[config.mk]
export PLATFORM = sky130hd
export DESIGN_NAME = eptb_top
export DESIGN_NICKNAME = d
export VERILOG_FILES = /design/src/eptb_pkg.sv /design/src/eptb_top.sv
export VERILOG_INCLUDE_DIRS = /design/src
export SDC_FILE = /design/constraint.sdc
export NUM_CORES = 1
export LEC_CHECK = 0
export ABC_CLOCK_PERIOD_IN_PS = 7360
export BUFFER_PORTS_ARGS = -buffer_cell sky130_fd_sc_hd__clkbuf_2
export CAP_MARGIN = 10
export CORE_AREA = 2 2 117 119
export DETAILED_ROUTE_END_ITERATION = 10
export DIE_AREA = 0 0 119 121
export GPL_TIMING_DRIVEN = 0
export PLACE_DENSITY = 0.95
export SLEW_MARGIN = 20
export SYNTH_ARGS = -nofsm -noshare
export SYNTH_HDL_FRONTEND = slang
export SYNTH_SLANG_ARGS = --single-unit
[constraint.sdc]
create_clock -name aclk -period 7.36 [get_ports aclk]
set_clock_uncertainty 0.2 [all_clocks]
set_input_delay 1.472 -clock aclk [delete_from_list [all_inputs] [get_ports aclk]]
set_output_delay 1.472 -clock aclk [all_outputs]
set_load 0.03 [all_outputs]
[src/eptb_params.svh]
`ifndef EPTB_PARAMS_SVH
`define EPTB_PARAMS_SVH
// Register byte offsets
`define EPTB_OFS_CTRL 12'h000
`define EPTB_OFS_CFG 12'h004
`define EPTB_OFS_NV 12'h008
`define EPTB_OFS_DIVH 12'h00c
`define EPTB_OFS_DIVL 12'h010
`define EPTB_OFS_DIVHNV 12'h014
`define EPTB_OFS_DIVLNV 12'h018
`define EPTB_OFS_REQ 12'h01c
`define EPTB_OFS_STAT 12'h020
// Field positions
`define EPTB_SEC_BIT 4
`define EPTB_DSEC_BIT 7
`define EPTB_LAT_BIT 0
`define EPTB_PGM_BIT 1
`define EPTB_STOP_BIT 2
// Reset values
`define EPTB_NV_RST 8'hf0
`define EPTB_DIVH_RST 8'h80
`define EPTB_DIVL_RST 8'hac
// Array map
`define EPTB_ARR_BASE 16'h0800
`define EPTB_ARR_TOP 16'h09ff
`define EPTB_SEC_LO 16'h08f0
`define EPTB_SEC_HI 16'h08ff
// Program cycle tick count; the cycle ends on the tick after the count reaches it
`define EPTB_PE_TICKS 8'h10
`define EPTB_RESP_OKAY 2'b00
`define EPTB_RESP_SLVERR 2'b10
`endif

[src/eptb_pkg.sv]
package eptb_pkg;
  typedef enum logic [1:0] {EPTB_BYTE_PGM, EPTB_BYTE_ERA, EPTB_BLOCK_ERA,
                            EPTB_BULK_ERA} eptb_mode_e;
  typedef enum logic [1:0] {EPTB_TGT_ARRAY, EPTB_TGT_NV, EPTB_TGT_DIVH, EPTB_TGT_DIVL} eptb_tgt_e;
  typedef enum logic [1:0] {EPTB_IDLE, EPTB_RUN, EPTB_HALT} eptb_state_e;
endpackage

[src/eptb_top.sv]
// The placing of the registers and the AXI4-Lite interface to the registers were decided locally.
`timescale 1ns/1ns
`include "eptb_params.svh"
module eptb_top #(
  parameter int DIV_W = 11
) (
  // Clock and reset
  input wire logic aclk,
  input wire logic aresetn,
  // Reference clock enable and low-power modes
  input wire logic ref_clk_en,
  input wire logic wait_mode,
  input wire logic stop_mode,
  // AXI4-Lite write
  input wire logic [11:0] s_axi_awaddr,
  input wire logic s_axi_awvalid,
  output logic s_axi_awready,
  input wire logic [31:0] s_axi_wdata,
  input wire logic [3:0] s_axi_wstrb,
  input wire logic s_axi_wvalid,
  output logic s_axi_wready,
  output logic [1:0] s_axi_bresp,
  output logic s_axi_bvalid,
  input wire logic s_axi_bready,
  // AXI4-Lite read
  input wire logic [11:0] s_axi_araddr,
  input wire logic s_axi_arvalid,
  output logic s_axi_arready,
  output logic [31:0] s_axi_rdata,
  output logic [1:0] s_axi_rresp,
  output logic s_axi_rvalid,
  input wire logic s_axi_rready,
  // Status toward the array
  output logic timebase_tick,
  output logic high_voltage_on,
  output logic array_access_block,
  output logic request_refused
);
  // Registers
  logic [7:0] array_protect_config;
  logic [7:0] timebase_divider_high;
  logic [7:0] timebase_divider_low;
  // Factory contents of the nonvolatile stores; reset leaves them alone
  logic [7:0] array_protect_nonvolatile = `EPTB_NV_RST;
  logic [7:0] timebase_divider_high_nonvolatile = `EPTB_DIVH_RST;
  logic [7:0] timebase_divider_low_nonvolatile = `EPTB_DIVL_RST;
  logic bus_latch_control;
  logic program_erase_enable;
  logic [15:0] latch_addr;
  logic [7:0] latch_data;
  eptb_pkg::eptb_mode_e latch_mode;
  eptb_pkg::eptb_tgt_e latch_tgt;
  logic latch_valid;
  eptb_pkg::eptb_state_e pe_state;
  logic [7:0] pe_ticks;
  logic [DIV_W-1:0] tb_count;
  logic [DIV_W-1:0] timebase_divisor;
  logic [7:0] array_mem [0:511];
  logic [11:0] aw_addr;
  logic [31:0] w_data;
  logic [3:0] w_strb;
  logic aw_have;
  logic w_have;
  logic wr_go;
  logic wr_ok;
  logic [31:0] next_rdata;
  logic rd_ok;
  logic stop_seen;
  logic array_security_bit;
  logic [3:0] block_protect_bits;
  logic divider_lock_disable;
  logic req_allowed;

  // New contents of one nonvolatile byte: program only clears bits
  function automatic logic [7:0] eptb_cell(input logic [7:0] old,
                                           input eptb_pkg::eptb_mode_e m,
                                           input logic [7:0] d);
    eptb_cell = (m == eptb_pkg::EPTB_BYTE_PGM) ? (old & d) : 8'hff;
  endfunction

  // Permission check of one request
  function automatic logic eptb_allow(input logic [15:0] a, input eptb_pkg::eptb_mode_e m,
                                      input eptb_pkg::eptb_tgt_e t, input logic [7:0] cfg,
                                      input logic dsec);
    logic sec_on;
    logic [1:0] blk;
    sec_on = ~cfg[`EPTB_SEC_BIT];
    blk = a[8:7];
    eptb_allow = 1'b0;
    if (t == eptb_pkg::EPTB_TGT_NV) begin
      // Erasing would bring the security bit back to 1, so it is refused once secured
      eptb_allow = (m == eptb_pkg::EPTB_BYTE_PGM)
                   || (m == eptb_pkg::EPTB_BYTE_ERA && !sec_on);
    end else if (t != eptb_pkg::EPTB_TGT_ARRAY) begin
      eptb_allow = dsec && ((m == eptb_pkg::EPTB_BYTE_PGM)
                            || (m == eptb_pkg::EPTB_BYTE_ERA));
    end else if (a < `EPTB_ARR_BASE || a > `EPTB_ARR_TOP) begin
      eptb_allow = 1'b0;
    end else if (cfg[blk]) begin
      eptb_allow = 1'b0;
    end else if (sec_on && a >= `EPTB_SEC_LO && a <= `EPTB_SEC_HI) begin
      eptb_allow = 1'b0;
    end else if (sec_on) begin
      eptb_allow = (m == eptb_pkg::EPTB_BYTE_PGM) || (m == eptb_pkg::EPTB_BYTE_ERA);
    end else begin
      eptb_allow = 1'b1;
    end
  endfunction

  // Field views
  assign array_security_bit = array_protect_config[`EPTB_SEC_BIT];
  assign block_protect_bits = array_protect_config[3:0];
  assign divider_lock_disable = timebase_divider_high[`EPTB_DSEC_BIT];
  assign timebase_divisor = {timebase_divider_high[DIV_W-9:0], timebase_divider_low};
  assign req_allowed = eptb_allow(latch_addr, latch_mode, latch_tgt,
                                  {array_protect_config[7:5], array_security_bit,
                                   block_protect_bits}, divider_lock_disable);

  // Write address and data capture, either order
  assign wr_go = aw_have && w_have && !s_axi_bvalid;
  always_ff @(posedge aclk) begin
    if (!aresetn) begin
      aw_have <= 1'b0;
      w_have <= 1'b0;
      aw_addr <= 12'h000;
      w_data <= 32'h0000_0000;
      w_strb <= 4'h0;
    end else begin
      if (s_axi_awvalid && s_axi_awready) begin
        aw_have <= 1'b1;
        aw_addr <= s_axi_awaddr;
      end else if (wr_go) begin
        aw_have <= 1'b0;
      end
      if (s_axi_wvalid && s_axi_wready) begin
        w_have <= 1'b1;
        w_data <= s_axi_wdata;
        w_strb <= s_axi_wstrb;
      end else if (wr_go) begin
        w_have <= 1'b0;
      end
    end
  end

  // Ready signals
  always_ff @(posedge aclk) begin
    if (!aresetn) begin
      s_axi_awready <= 1'b0;
      s_axi_wready <= 1'b0;
    end else begin
      s_axi_awready <= !aw_have && !(s_axi_awvalid && s_axi_awready);
      s_axi_wready <= !w_have && !(s_axi_wvalid && s_axi_wready);
    end
  end

  // Decode of mapped offsets for the write response
  always_comb begin
    unique case (aw_addr)
      `EPTB_OFS_CTRL, `EPTB_OFS_CFG, `EPTB_OFS_NV, `EPTB_OFS_DIVH, `EPTB_OFS_DIVL,
      `EPTB_OFS_DIVHNV, `EPTB_OFS_DIVLNV, `EPTB_OFS_REQ, `EPTB_OFS_STAT: wr_ok = 1'b1;
      default: wr_ok = 1'b0;
    endcase
  end

  // Write response
  always_ff @(posedge aclk) begin
    if (!aresetn) begin
      s_axi_bvalid <= 1'b0;
      s_axi_bresp <= `EPTB_RESP_OKAY;
    end else if (wr_go) begin
      s_axi_bvalid <= 1'b1;
      s_axi_bresp <= wr_ok ? `EPTB_RESP_OKAY : `EPTB_RESP_SLVERR;
    end else if (s_axi_bready) begin
      s_axi_bvalid <= 1'b0;
    end
  end

  // Configuration, inert upper bits writable
  always_ff @(posedge aclk) begin
    if (!aresetn) begin
      array_protect_config <= `EPTB_NV_RST;
    end else if (stop_seen) begin
      array_protect_config <= array_protect_nonvolatile;
    end else if (wr_go && aw_addr == `EPTB_OFS_CFG && w_strb[0]) begin
      array_protect_config[7:5] <= w_data[7:5];
    end
  end

  // Reload of configuration from option byte after reset release
  always_ff @(posedge aclk) begin
    if (!aresetn) begin
      stop_seen <= 1'b1;
    end else begin
      stop_seen <= 1'b0;
    end
  end

  // Latch and program enable control
  always_ff @(posedge aclk) begin
    if (!aresetn) begin
      bus_latch_control <= 1'b0;
      program_erase_enable <= 1'b0;
      latch_mode <= eptb_pkg::EPTB_BYTE_PGM;
    end else begin
      if (wr_go && aw_addr == `EPTB_OFS_CTRL && w_strb[0]) begin
        if (w_data[`EPTB_PGM_BIT] && bus_latch_control && latch_valid) begin
          program_erase_enable <= 1'b1;
        end else if (!w_data[`EPTB_PGM_BIT] && pe_state == eptb_pkg::EPTB_IDLE) begin
          program_erase_enable <= 1'b0;
        end
        if (w_data[`EPTB_LAT_BIT]) begin
          bus_latch_control <= 1'b1;
        end else if (!program_erase_enable) begin
          bus_latch_control <= 1'b0;
        end
        if (!program_erase_enable) begin
          latch_mode <= eptb_pkg::eptb_mode_e'(w_data[5:4]);
        end
      end else if (pe_state == eptb_pkg::EPTB_RUN && pe_ticks == `EPTB_PE_TICKS
                   && timebase_tick) begin
        program_erase_enable <= 1'b0;
      end else if (stop_mode && pe_state == eptb_pkg::EPTB_IDLE && !bus_latch_control) begin
        program_erase_enable <= 1'b0;
      end
    end
  end

  // Latched request address and data
  always_ff @(posedge aclk) begin
    if (!aresetn) begin
      latch_addr <= 16'h0000;
      latch_data <= 8'h00;
      latch_tgt <= eptb_pkg::EPTB_TGT_ARRAY;
      latch_valid <= 1'b0;
    end else if (!bus_latch_control) begin
      latch_valid <= 1'b0;
    end else if (wr_go && aw_addr == `EPTB_OFS_REQ && !program_erase_enable) begin
      latch_addr <= w_data[15:0];
      latch_data <= w_data[23:16];
      latch_tgt <= eptb_pkg::eptb_tgt_e'(w_data[25:24]);
      latch_valid <= 1'b1;
    end
  end

  // Program and erase sequence with stop handling
  always_ff @(posedge aclk) begin
    if (!aresetn) begin
      pe_state <= eptb_pkg::EPTB_IDLE;
      pe_ticks <= 8'h00;
      request_refused <= 1'b0;
    end else begin
      request_refused <= 1'b0;
      unique case (pe_state)
        eptb_pkg::EPTB_IDLE: begin
          if (program_erase_enable && latch_valid && !stop_mode) begin
            if (req_allowed) begin
              pe_state <= eptb_pkg::EPTB_RUN;
              pe_ticks <= 8'h00;
            end else begin
              request_refused <= !(wr_go && aw_addr == `EPTB_OFS_CTRL);
            end
          end
        end
        eptb_pkg::EPTB_RUN: begin
          if (stop_mode) begin
            if (bus_latch_control && program_erase_enable) begin
              pe_state <= eptb_pkg::EPTB_HALT;
            end else begin
              pe_state <= eptb_pkg::EPTB_IDLE;
            end
          end else if (timebase_tick) begin
            if (pe_ticks == `EPTB_PE_TICKS) begin
              pe_state <= eptb_pkg::EPTB_IDLE;
            end else begin
              pe_ticks <= pe_ticks + 8'h01;
            end
          end
        end
        eptb_pkg::EPTB_HALT: begin
          if (!stop_mode) begin
            pe_state <= eptb_pkg::EPTB_RUN;
            pe_ticks <= 8'h00;
          end
        end
      endcase
    end
  end

  // Nonvolatile stores and array contents updated at sequence end
  always_ff @(posedge aclk) begin
    if (aresetn && pe_state == eptb_pkg::EPTB_RUN && timebase_tick && !stop_mode
        && pe_ticks == `EPTB_PE_TICKS) begin
      unique case (latch_tgt)
        eptb_pkg::EPTB_TGT_NV: begin
          array_protect_nonvolatile <= eptb_cell(array_protect_nonvolatile, latch_mode,
                                                 latch_data);
        end
        eptb_pkg::EPTB_TGT_DIVH: begin
          timebase_divider_high_nonvolatile <= eptb_cell(timebase_divider_high_nonvolatile,
                                                         latch_mode, latch_data);
        end
        eptb_pkg::EPTB_TGT_DIVL: begin
          timebase_divider_low_nonvolatile <= eptb_cell(timebase_divider_low_nonvolatile,
                                                        latch_mode, latch_data);
        end
        eptb_pkg::EPTB_TGT_ARRAY: begin
          if (latch_mode == eptb_pkg::EPTB_BYTE_PGM) begin
            array_mem[latch_addr[8:0]] <= array_mem[latch_addr[8:0]] & latch_data;
          end else if (latch_mode == eptb_pkg::EPTB_BYTE_ERA) begin
            array_mem[latch_addr[8:0]] <= 8'hff;
          end else begin
            for (int i = 0; i < 512; i++) begin
              if ((latch_mode == eptb_pkg::EPTB_BULK_ERA && !array_protect_config[i/128])
                  || i[8:7] == latch_addr[8:7]) begin
                array_mem[i] <= 8'hff;
              end
            end
          end
        end
      endcase
    end
  end

  // Divider registers, locked unless disable bit set and latch clear
  always_ff @(posedge aclk) begin
    if (!aresetn) begin
      timebase_divider_high <= `EPTB_DIVH_RST;
      timebase_divider_low <= `EPTB_DIVL_RST;
    end else if (stop_seen) begin
      timebase_divider_high <= timebase_divider_high_nonvolatile;
      timebase_divider_low <= timebase_divider_low_nonvolatile;
    end else if (wr_go && w_strb[0] && !bus_latch_control && divider_lock_disable) begin
      if (aw_addr == `EPTB_OFS_DIVH) begin
        timebase_divider_high <= w_data[7:0];
      end else if (aw_addr == `EPTB_OFS_DIVL) begin
        timebase_divider_low <= w_data[7:0];
      end
    end
  end

  // Timebase divider, tick when count reaches divisor
  always_ff @(posedge aclk) begin
    if (!aresetn) begin
      tb_count <= '0;
      timebase_tick <= 1'b0;
    end else begin
      timebase_tick <= 1'b0;
      if (ref_clk_en) begin
        if (tb_count + 1'b1 >= timebase_divisor) begin
          tb_count <= '0;
          timebase_tick <= 1'b1;
        end else begin
          tb_count <= tb_count + 1'b1;
        end
      end
    end
  end

  // Array side status
  always_ff @(posedge aclk) begin
    if (!aresetn) begin
      high_voltage_on <= 1'b0;
      array_access_block <= 1'b0;
    end else begin
      high_voltage_on <= (pe_state == eptb_pkg::EPTB_RUN) && !stop_mode;
      array_access_block <= pe_state != eptb_pkg::EPTB_IDLE;
    end
  end

  // Read decode
  always_comb begin
    next_rdata = 32'h0000_0000;
    rd_ok = 1'b1;
    unique case (s_axi_araddr)
      `EPTB_OFS_CTRL: next_rdata = {26'h0, latch_mode, 2'h0, program_erase_enable,
                                    bus_latch_control};
      `EPTB_OFS_CFG: next_rdata = {24'h0, array_protect_config};
      `EPTB_OFS_NV: next_rdata = {24'h0, array_protect_nonvolatile};
      `EPTB_OFS_DIVH: next_rdata = {24'h0, timebase_divider_high};
      `EPTB_OFS_DIVL: next_rdata = {24'h0, timebase_divider_low};
      `EPTB_OFS_DIVHNV: next_rdata = {24'h0, timebase_divider_high_nonvolatile};
      `EPTB_OFS_DIVLNV: next_rdata = {24'h0, timebase_divider_low_nonvolatile};
      `EPTB_OFS_REQ: next_rdata = {6'h0, latch_tgt, latch_data, latch_addr};
      `EPTB_OFS_STAT: next_rdata = {28'h0, wait_mode, latch_valid, high_voltage_on,
                                    array_access_block};
      default: rd_ok = 1'b0;
    endcase
  end

  // Read channel
  always_ff @(posedge aclk) begin
    if (!aresetn) begin
      s_axi_arready <= 1'b0;
      s_axi_rvalid <= 1'b0;
      s_axi_rdata <= 32'h0000_0000;
      s_axi_rresp <= `EPTB_RESP_OKAY;
    end else begin
      s_axi_arready <= !s_axi_rvalid && !(s_axi_arvalid && s_axi_arready);
      if (s_axi_arvalid && s_axi_arready) begin
        s_axi_rvalid <= 1'b1;
        s_axi_rdata <= next_rdata;
        s_axi_rresp <= rd_ok ? `EPTB_RESP_OKAY : `EPTB_RESP_SLVERR;
      end else if (s_axi_rready) begin
        s_axi_rvalid <= 1'b0;
      end
    end
  end

endmodule

# ---- Word-level counts from Yosys, hierarchy flattened
# Cells that the tools add are included.
dict set report word_totals {
  ff_bits 187
  in_bits 70
  wordCells 221
}
dict set report op_classes {
  reduce_logical 82
  magnitude_cmp 6
  eq_ne 34
  addsub 2
  bitwise 8
  n_mux 54
}
# cell count
set op_table {}
lappend op_table {{26-bit case mux with 9 select lines} 1}
lappend op_table {{8-bit two-way mux} 13}
lappend op_table {{12-bit by 5-bit == test with 1-bit output (second input constant)} 8}
lappend op_table {{12-bit by 4-bit == test with 1-bit output (second input constant)} 4}
lappend op_table {{1-bit logical AND} 36}
lappend op_table {{1-bit two-way mux} 25}
lappend op_table {{8-bit AND} 3}
lappend op_table {{12-bit by 3-bit == test with 1-bit output (second input constant)} 2}
lappend op_table {{12-bit by 6-bit == test with 1-bit output (second input constant)} 2}
lappend op_table {{12-bit zero test} 2}
lappend op_table {{8-bit case mux with 3 select lines} 1}
lappend op_table {{2-bit AND reduction} 10}
lappend op_table {{2-bit nonzero test} 10}
lappend op_table {{2-bit two-way mux} 9}
lappend op_table {{9-bit OR reduction} 2}
lappend op_table {{16-bit by 12-bit >= comparator with 1-bit output (second input constant)} 1}
lappend op_table {{16-bit by 12-bit > comparator with 1-bit output (second input constant)} 1}
lappend op_table {{16-bit by 12-bit <= comparator with 1-bit output (second input constant)} 1}
lappend op_table {{16-bit by 12-bit < comparator with 1-bit output (second input constant)} 1}
lappend op_table {{1-bit zero test} 12}
lappend op_table {{2-bit inequality test (second input constant)} 6}
lappend op_table {{11-bit by 1-bit adder with 11-bit output (second input constant)} 1}
lappend op_table {{11-bit >= comparator} 1}
lappend op_table {{11-bit two-way mux} 1}
lappend op_table {{other kinds (20)} 33}

# ---- Depth between registers and ports, before layout
# Gate-level depths: netlist (run 1).
dict set report depth {
  depth_word 11
  depth_mapped 13
  depth_no_buf 12
}

# ---- Worst setup path after synthesis (run 1)
# OpenSTA, ideal clock, no wires.
dict set report synth_path {
  path_kind {input port to flip-flop}
  startpoint {input aresetn}
  endpoint {register timebase_divider_high_nonvolatile[0], enable pin}
  stages 4
  t_arrival_ns 2.557
  slack_ns 4.220
  required_ns 6.777
  path_cell_list {clkbuf_1 > and3_1 > nand2_1 > nor3_1}
}
dict set report synth_via {
  elab_chain_len 5
}
# element line_no
set synth_lines {}
lappend synth_lines {{from (decl)} eptb_top.sv:9} ;# input wire logic aresetn,
lappend synth_lines {{1-bit logical AND (3 in series)} eptb_top.sv:291} ;# if (aresetn && pe_state == eptb_pkg::EPTB_RUN && timebase_tick && !stop_mode
lappend synth_lines {{1-bit logical AND (no line)} --}
lappend synth_lines {{2-bit AND reduction (no line)} --}
lappend synth_lines {{to (signal assigned)} eptb_top.sv:299} ;# timebase_divider_high_nonvolatile <= eptb_cell(timebase_divider_high_nonvolatile,
lappend synth_lines {{to (decl)} eptb_top.sv:45} ;# logic [7:0] timebase_divider_high_nonvolatile = `EPTB_DIVH_RST;
# Every way passes these cells.
# A chain may end at the register's enable or synchronous reset.

# ---- Final worst setup path (run 1)
dict set report layout_path {
  startpoint {register tb_count[0]}
  endpoint {register tb_count[1]}
}
dict set report layout_via {
  elab_chain_len 3
}
# element line_no
set layout_lines {}
lappend layout_lines {{from (decl)} eptb_top.sv:56} ;# logic [DIV_W-1:0] tb_count;
lappend layout_lines {{from (signal assigned)} eptb_top.sv:353} ;# tb_count <= tb_count + 1'b1;
lappend layout_lines {{11-bit by 1-bit adder with 11-bit output (*)} {eptb_top.sv:349, eptb_top.sv:353}}
lappend layout_lines {{11-bit >= comparator} eptb_top.sv:349} ;# if (tb_count + 1'b1 >= timebase_divisor) begin
lappend layout_lines {{11-bit two-way mux (*)} eptb_top.sv:349}
# Mark *: on every way between the ends. The rest lies on a longest branch, timed or not.

==> results.toml, run 1 <==
[die]
core_um2 = 13100
start_util = 0.596
rows = 42
die_h_um = 121
dieArea_um2 = 14400
ios = 115
die_x_um = 119

[place]
hpwlAfterDp_mm = 14.9
gp_congestion = 0.933
pre_cts_ws_ps = 3630
portBuffers = 95

[critical_path]
crit_fanout = 10
start_kind = "flip-flop"
reg2reg_slack_ps = 3910
reg2reg_from = "tb_count[0]"
reg2reg_to = "tb_count[1]"
worstPathArrival_ps = 3620
worst_ep_required_time_ps = 7530
reg2reg_depth = 13
crit_path_end_kind = "flip-flop"
critPathKind = "flip-flop to flip-flop"

[power_and_ir_drop]
power.density_nw_per_um2 = 229
p_leak_nw = 3.71
irDropWorstVdd_uv = 175

[global_route]
grt_pass1_vias = 6657
grt_pass1_wl_mm = 33.7
grt_usage = 0.301
antenna_found_initial = 0
grt_max_degree = 17
overflow = 0

[yosys]
yosysTopAreaCellShare = 0.398
synthFlopType = "dfxtp_1"
ys_async_sr_fraction = 0
avgSynthCellArea_um2 = 9.21
synthTopCellsByCount = "nand2_1, dfxtp_1, a21oi_1"
synth-seq-area-share = 0.491
synthMostInstantiatedCell = "nand2_1"
synthTopCellsByArea = "dfxtp_1, edfxtp_1, nand2_1"
yosys_warnings = 0
syn_area_um2 = 7790
synthCells = 846
synth_edf_count = 24
synth_top_area_cell = "dfxtp_1"
ys_ff_latch = 179
ys_types = 53

[sta]
worst_slew_pin_slew_ps = 846
min_period_ps = 3450
final-setup-viol-count = 0
slew_headroom = 0.436
hold_viol = 0
max_freq_ghz = 0.290
rsz0062_at_grt = "false"
period_share = 0.469
tns_ps = 0
finalWorstSetupSlack_ps = 3910
drv_slew = 0

[routing]
vias = 6975
drc = 0
dr.pass1.iters = 6
totalWireLength_mm = 21.3
detail-route-antenna-nets = 0
via_per_inst = 6.03
wl_per_cell_um = 18.4
drt-initial-drc-count = 843

[status]
outcome = "completed"

[cells_and_area]
seq_area_um2 = 3820
drive_gt1_frac = 0.173
num-fill-cells = 918
multiInputGateArea_um2 = 3670
fin_nets = 1051
area_growth_pct = 17.0
insertedDiodeCount = 0

[clock_tree]
cts_root_buf = "clkbuf_16"
cts_resized = 0
worstSkewPairLatency_ps = 440
clkTransAtPathRegs_ps = 60
cts.path.max_buffers = 2
cts_tree = "yes"
clock_sinks = 179
cts_max_level = 4
cts_buffers = 17
cts_hold_buf = 0
post_cts_buffers = 0

[min_path]
hold_end = "w_data[13]"
min-delay-path-class = "flip-flop to flip-flop"
min_from = "w_data[13]"
holdPathStages = 2

[flow_run]
max_cap_viol_count = 0
## worst max-delay path, stage by stage, from the launching register on
cell and delay, ps:
dfxtp_1 430, ha_1 240, and3_1 220, and3_1 240, and3_1 260, xor2_1 210
ha_1 270, a21oi_1 150, o21ai_0 90, and3_1 180, o21ai_0 280, o211ai_1 170
clkbuf_1 280, nor2_1 170
## sequential cells by signal, summed over array words and instances, names as in the netlist, 8 cells and up
register                           flops
latch_data                             8
timebase_divider_high                  8
s_axi_rdata                           26
timebase_divider_low                   8
w_data                                26
array_protect_config                   8
aw_addr                               12
tb_count                              11
timebase_divider_high_nonvolatile      8
pe_ticks                               8
timebase_divider_low_nonvolatile       8
latch_addr                            16
array_protect_nonvolatile              8
## kinds of logic (layout without fill, tap and decap cells)
family,Yosys count,in the layout,synth area share
other,1,8,0.000481
adders and majority gates,14,14,0.0225
AOI/OAI and AO/OA,160,160,0.125
buffers and inverters,76,203,0.0422
xor gates and xnor gates,19,19,0.0213
and+or+nand+nor,323,323,0.182
DFF,179,179,0.491
muxes,74,74,0.116
## power by group
| part | switching (mW) | internal, mW | total (mW) |
|---|---|---|---|
| sequential | 0.0198 | 1.01 | 1.03 |
| clock | 0.393 | 0.518 | 0.911 |
| combinational | 0.0911 | 0.0560 | 0.147 |
## layout make-up
cell class	count	area share
multi-input combinational	598	0.403
timing repair buffer	95	0.0522
buffer	54	0.0270
inverter	22	0.00906
clock inverter	9	0.0103
clock buffer	23	0.0549
tap	176	0.0242
sequential	179	0.419
## metrics by stage
| step | hold WS (ps) | util | cell area (um2) | power, mW | cells |
|---|---|---|---|---|---|
| global placement | 237 | 0.651 | 8520 | 1.18 | 1124 |
| detailed placement | 247 | 0.651 | 8520 | 1.19 | 1124 |
| finish | 258 | 0.697 | 9120 | 2.09 | 1156 |
| floorplan | 233 | - | 7820 | 1.14 | 853 |
| global route | 272 | 0.697 | 9120 | 2.14 | 1156 |
| CTS | 256 | 0.696 | 9110 | 2.08 | 1156 |
## per-layer routing
layer / up-vias / share of wire / track usage
met4: 0 / 0.035 / 0.131
met1: 3258 / 0.39 / 0.381
met2: 451 / 0.47 / 0.495
met3: 84 / 0.11 / 0.0695
li1: 3182 / - / -
met5: - / 0 / 0
## placed cells by master, fill, tap and decap left out, drive strengths merged, types with 12 or more instances in the layout
cell type,instances
mux4,12
inv,24
dfxtp,155
buf,21
o21ai,31
nor3,14
nand2,175
clkbuf,151
nor2,73
ha,14
a22o,23
xor2,16
a21oi,77
edfxtp,24
nand3,12
mux2i,52
## how the worst max path moves through the flow
stage	slack, ps	cells after the start	start	to
global route	3760	13	tb_count[0]	tb_count[1]
CTS	4000	13	tb_count[0]	tb_count[1]
global placement	3730	4	aresetn	timebase_divider_high_nonvolatile[2]
finish	3910	13	tb_count[0]	tb_count[1]
floorplan	4220	4	aresetn	timebase_divider_high_nonvolatile[0]
detailed placement	3630	4	aresetn	timebase_divider_high_nonvolatile[3]
(Power assumes the default switching activity.)
==> run 2: changes to the inputs <==
--- a/config.mk
+++ b/config.mk
@@ -6,14 +6,14 @@
 export SDC_FILE = /design/constraint.sdc
 export NUM_CORES = 1
 export LEC_CHECK = 0
-export ABC_CLOCK_PERIOD_IN_PS = 7360
+export ABC_CLOCK_PERIOD_IN_PS = 3100
 export BUFFER_PORTS_ARGS = -buffer_cell sky130_fd_sc_hd__clkbuf_2
 export CAP_MARGIN = 10
-export CORE_AREA = 2 2 117 119
+export CORE_AREA = 2 2 127 129
 export DETAILED_ROUTE_END_ITERATION = 10
-export DIE_AREA = 0 0 119 121
+export DIE_AREA = 0 0 129 131
 export GPL_TIMING_DRIVEN = 0
-export PLACE_DENSITY = 0.95
+export PLACE_DENSITY = 0.86
 export SLEW_MARGIN = 20
 export SYNTH_ARGS = -nofsm -noshare
 export SYNTH_HDL_FRONTEND = slang
==> constraint.sdc (replaced) <==
create_clock -name aclk -period 3.1 [get_ports aclk]
set_clock_uncertainty 0.2 [all_clocks]
set_input_delay 0.62 -clock aclk [delete_from_list [all_inputs] [get_ports aclk]]
set_output_delay 0.62 -clock aclk [all_outputs]
set_load 0.03 [all_outputs]
==> results.toml, run 2 (synthesis gave the netlist of run 1 again) <==
[sta]
max_freq_ghz = 0.339
worst_slew_pin_slew_ps = 716
drv_slew = 0
whs_ps = 200
hold_viol = 0
period_share = 0.952
final-setup-viol-count = 0
min_period_ps = 2950
slew_headroom = 0.520
finalWorstSetupSlack_ps = 149

[global_route]
grt_pass1_wl_mm = 32.7
overflow = 0
antenna_found_initial = 0
grt_max_degree = 17
grt_usage = 0.251
grt_pass1_vias = 6407

[critical_path]
crit_fanout = 5
crit_slowest_cell = "dfxtp_4"
crit_chain = "ha_4, and3_4, and3_4, and3_4, xor2_1, ha_1, a21oi_1, o21ai_0, and3_1, o21ai_2, o211ai_1, buf_4, nor2_1"
crit_path_frequent_cell = "and3_4"
cp_top_family = "simple AND/OR/NAND/NOR gates"
crit_path_end_kind = "flip-flop"
path_buf_inv = 1
worstPathArrival_ps = 3120
cp-startpoint = "tb_count[0]"
start_kind = "flip-flop"
worst_ep_required_time_ps = 3270
critPathKind = "flip-flop to flip-flop"
reg2reg_from = "tb_count[0]"
cp_slowest_stage_delay_ps = 380

[power_and_ir_drop]
p_leak_nw = 3.73
irDropWorstVdd_uv = 461
power.density_nw_per_um2 = 535

[die]
die_h_um = 131
core_um2 = 15600
die_x_um = 129
rows = 46
dieArea_um2 = 16900
start_util = 0.500
ios = 115

[cells_and_area]
num-fill-cells = 1324
insertedDiodeCount = 0
fin_area_um2 = 9210
drive_gt1_frac = 0.183
area_growth_pct = 18.1
largestRegisters = "s_axi_rdata: 26 flops, w_data: 26 flops, latch_addr: 16 flops"
fin_nets = 1052
layout_commonest_cell = "nand2_1"
final_cell_mix = "nand2_1, dfxtp_1, clkbuf_2"

[routing]
drc = 0
vias = 6717
dr.pass1.iters = 5
via_per_inst = 5.61
wl_per_cell_um = 17.1
drt-initial-drc-count = 623
totalWireLength_mm = 20.4
detail-route-antenna-nets = 0

[clock_tree]
cts_buffers = 17
cts_tree = "yes"
clock_sinks = 179
cts_max_level = 4
worstSkewPairLatency_ps = 430
clkTransAtPathRegs_ps = 70
cts.path.max_buffers = 2
cts_hold_buf = 0
cts_root_buf = "clkbuf_16"

[place]
hpwlAfterDp_mm = 14.6
pre_cts_ws_ps = -148
portBuffers = 95
gp_congestion = 0.978
place_area_um2 = 8570

[flow_run]
max_cap_viol_count = 0

[min_path]
min_from = "s_axi_wdata[16]"
min-delay-path-class = "input pin to flip-flop"

[status]
outcome = "completed"
## run 2: changes by cell type in the layout (fill, tap and decap cells not counted), moves of 2 or more
cell / delta
dfxtp_1: -2
and3_1: -3
clkinv_4: +3
clkinvlp_4: -4
and3_4: +3
buf_4: +2
clkbuf_1: -3
## run 2: repair_timing
action                                  in CTS  in global routing
endpoints found under the setup margin      16                 10
resized for setup                            5                 12
cloned                                       0                  1
hold endpoints to repair                     0                  0
pin swaps                                    0                  4
buffers inserted                             0                  0
## run 2: final timing paths
kind / end / slack [ps] / depth (start not counted)
worst max-delay path: tb_count[9] / 150 / 13
worst min register to register: s_axi_arready / 250 / 1
worst max register to register: tb_count[9] / 150 / 13
worst min-delay path: w_data[16] / 200 / 3
## run 2: per-stage QoR
step / total power, mW / util / cells / setup TNS (ps)
floorplan: 2.70 / - / 853 / 0
global placement: 2.81 / 0.549 / 1164 / -692
global route: 5.07 / 0.590 / 1197 / -8.15
detailed placement: 2.82 / 0.549 / 1164 / -1680
CTS: 4.92 / 0.588 / 1196 / 0
finish: 4.92 / 0.590 / 1197 / 0
## run 2: cell type report
type                    instances  area [um2]  share of cell area
repair buffers                 96         483              0.0525
inverters                      22        82.6             0.00897
clock inverters                12         119              0.0129
well taps                     216         270              0.0294
plain buffers                  54         250              0.0272
flip-flops and latches        179        3830               0.416
multi-input cells             598        3700               0.402
clock buffers                  20         468              0.0508
## run 2: worst min-delay path, cell delays in order
cell and delay, ps:
clkbuf_2 80, nand2_1 40, a21oi_1 50
## run 2: per-layer routing
metal,wire [um],GRT usage,share of wire
met1,8510,0.319,0.42
met2,9570,0.410,0.47
met3,1710,0.0623,0.083
met4,648,0.108,0.032
met5,0,0,0
## run 2: power breakdown
| part | leakage [nW] | internal, mW | total, mW | switching, mW |
|---|---|---|---|---|
| clock network | 0.286 | 1.19 | 2.14 | 0.950 |
| registers | 1.48 | 2.39 | 2.44 | 0.0459 |
| logic | 1.96 | 0.136 | 0.342 | 0.206 |
| total | 3.73 | 3.72 | 4.92 | 1.20 |
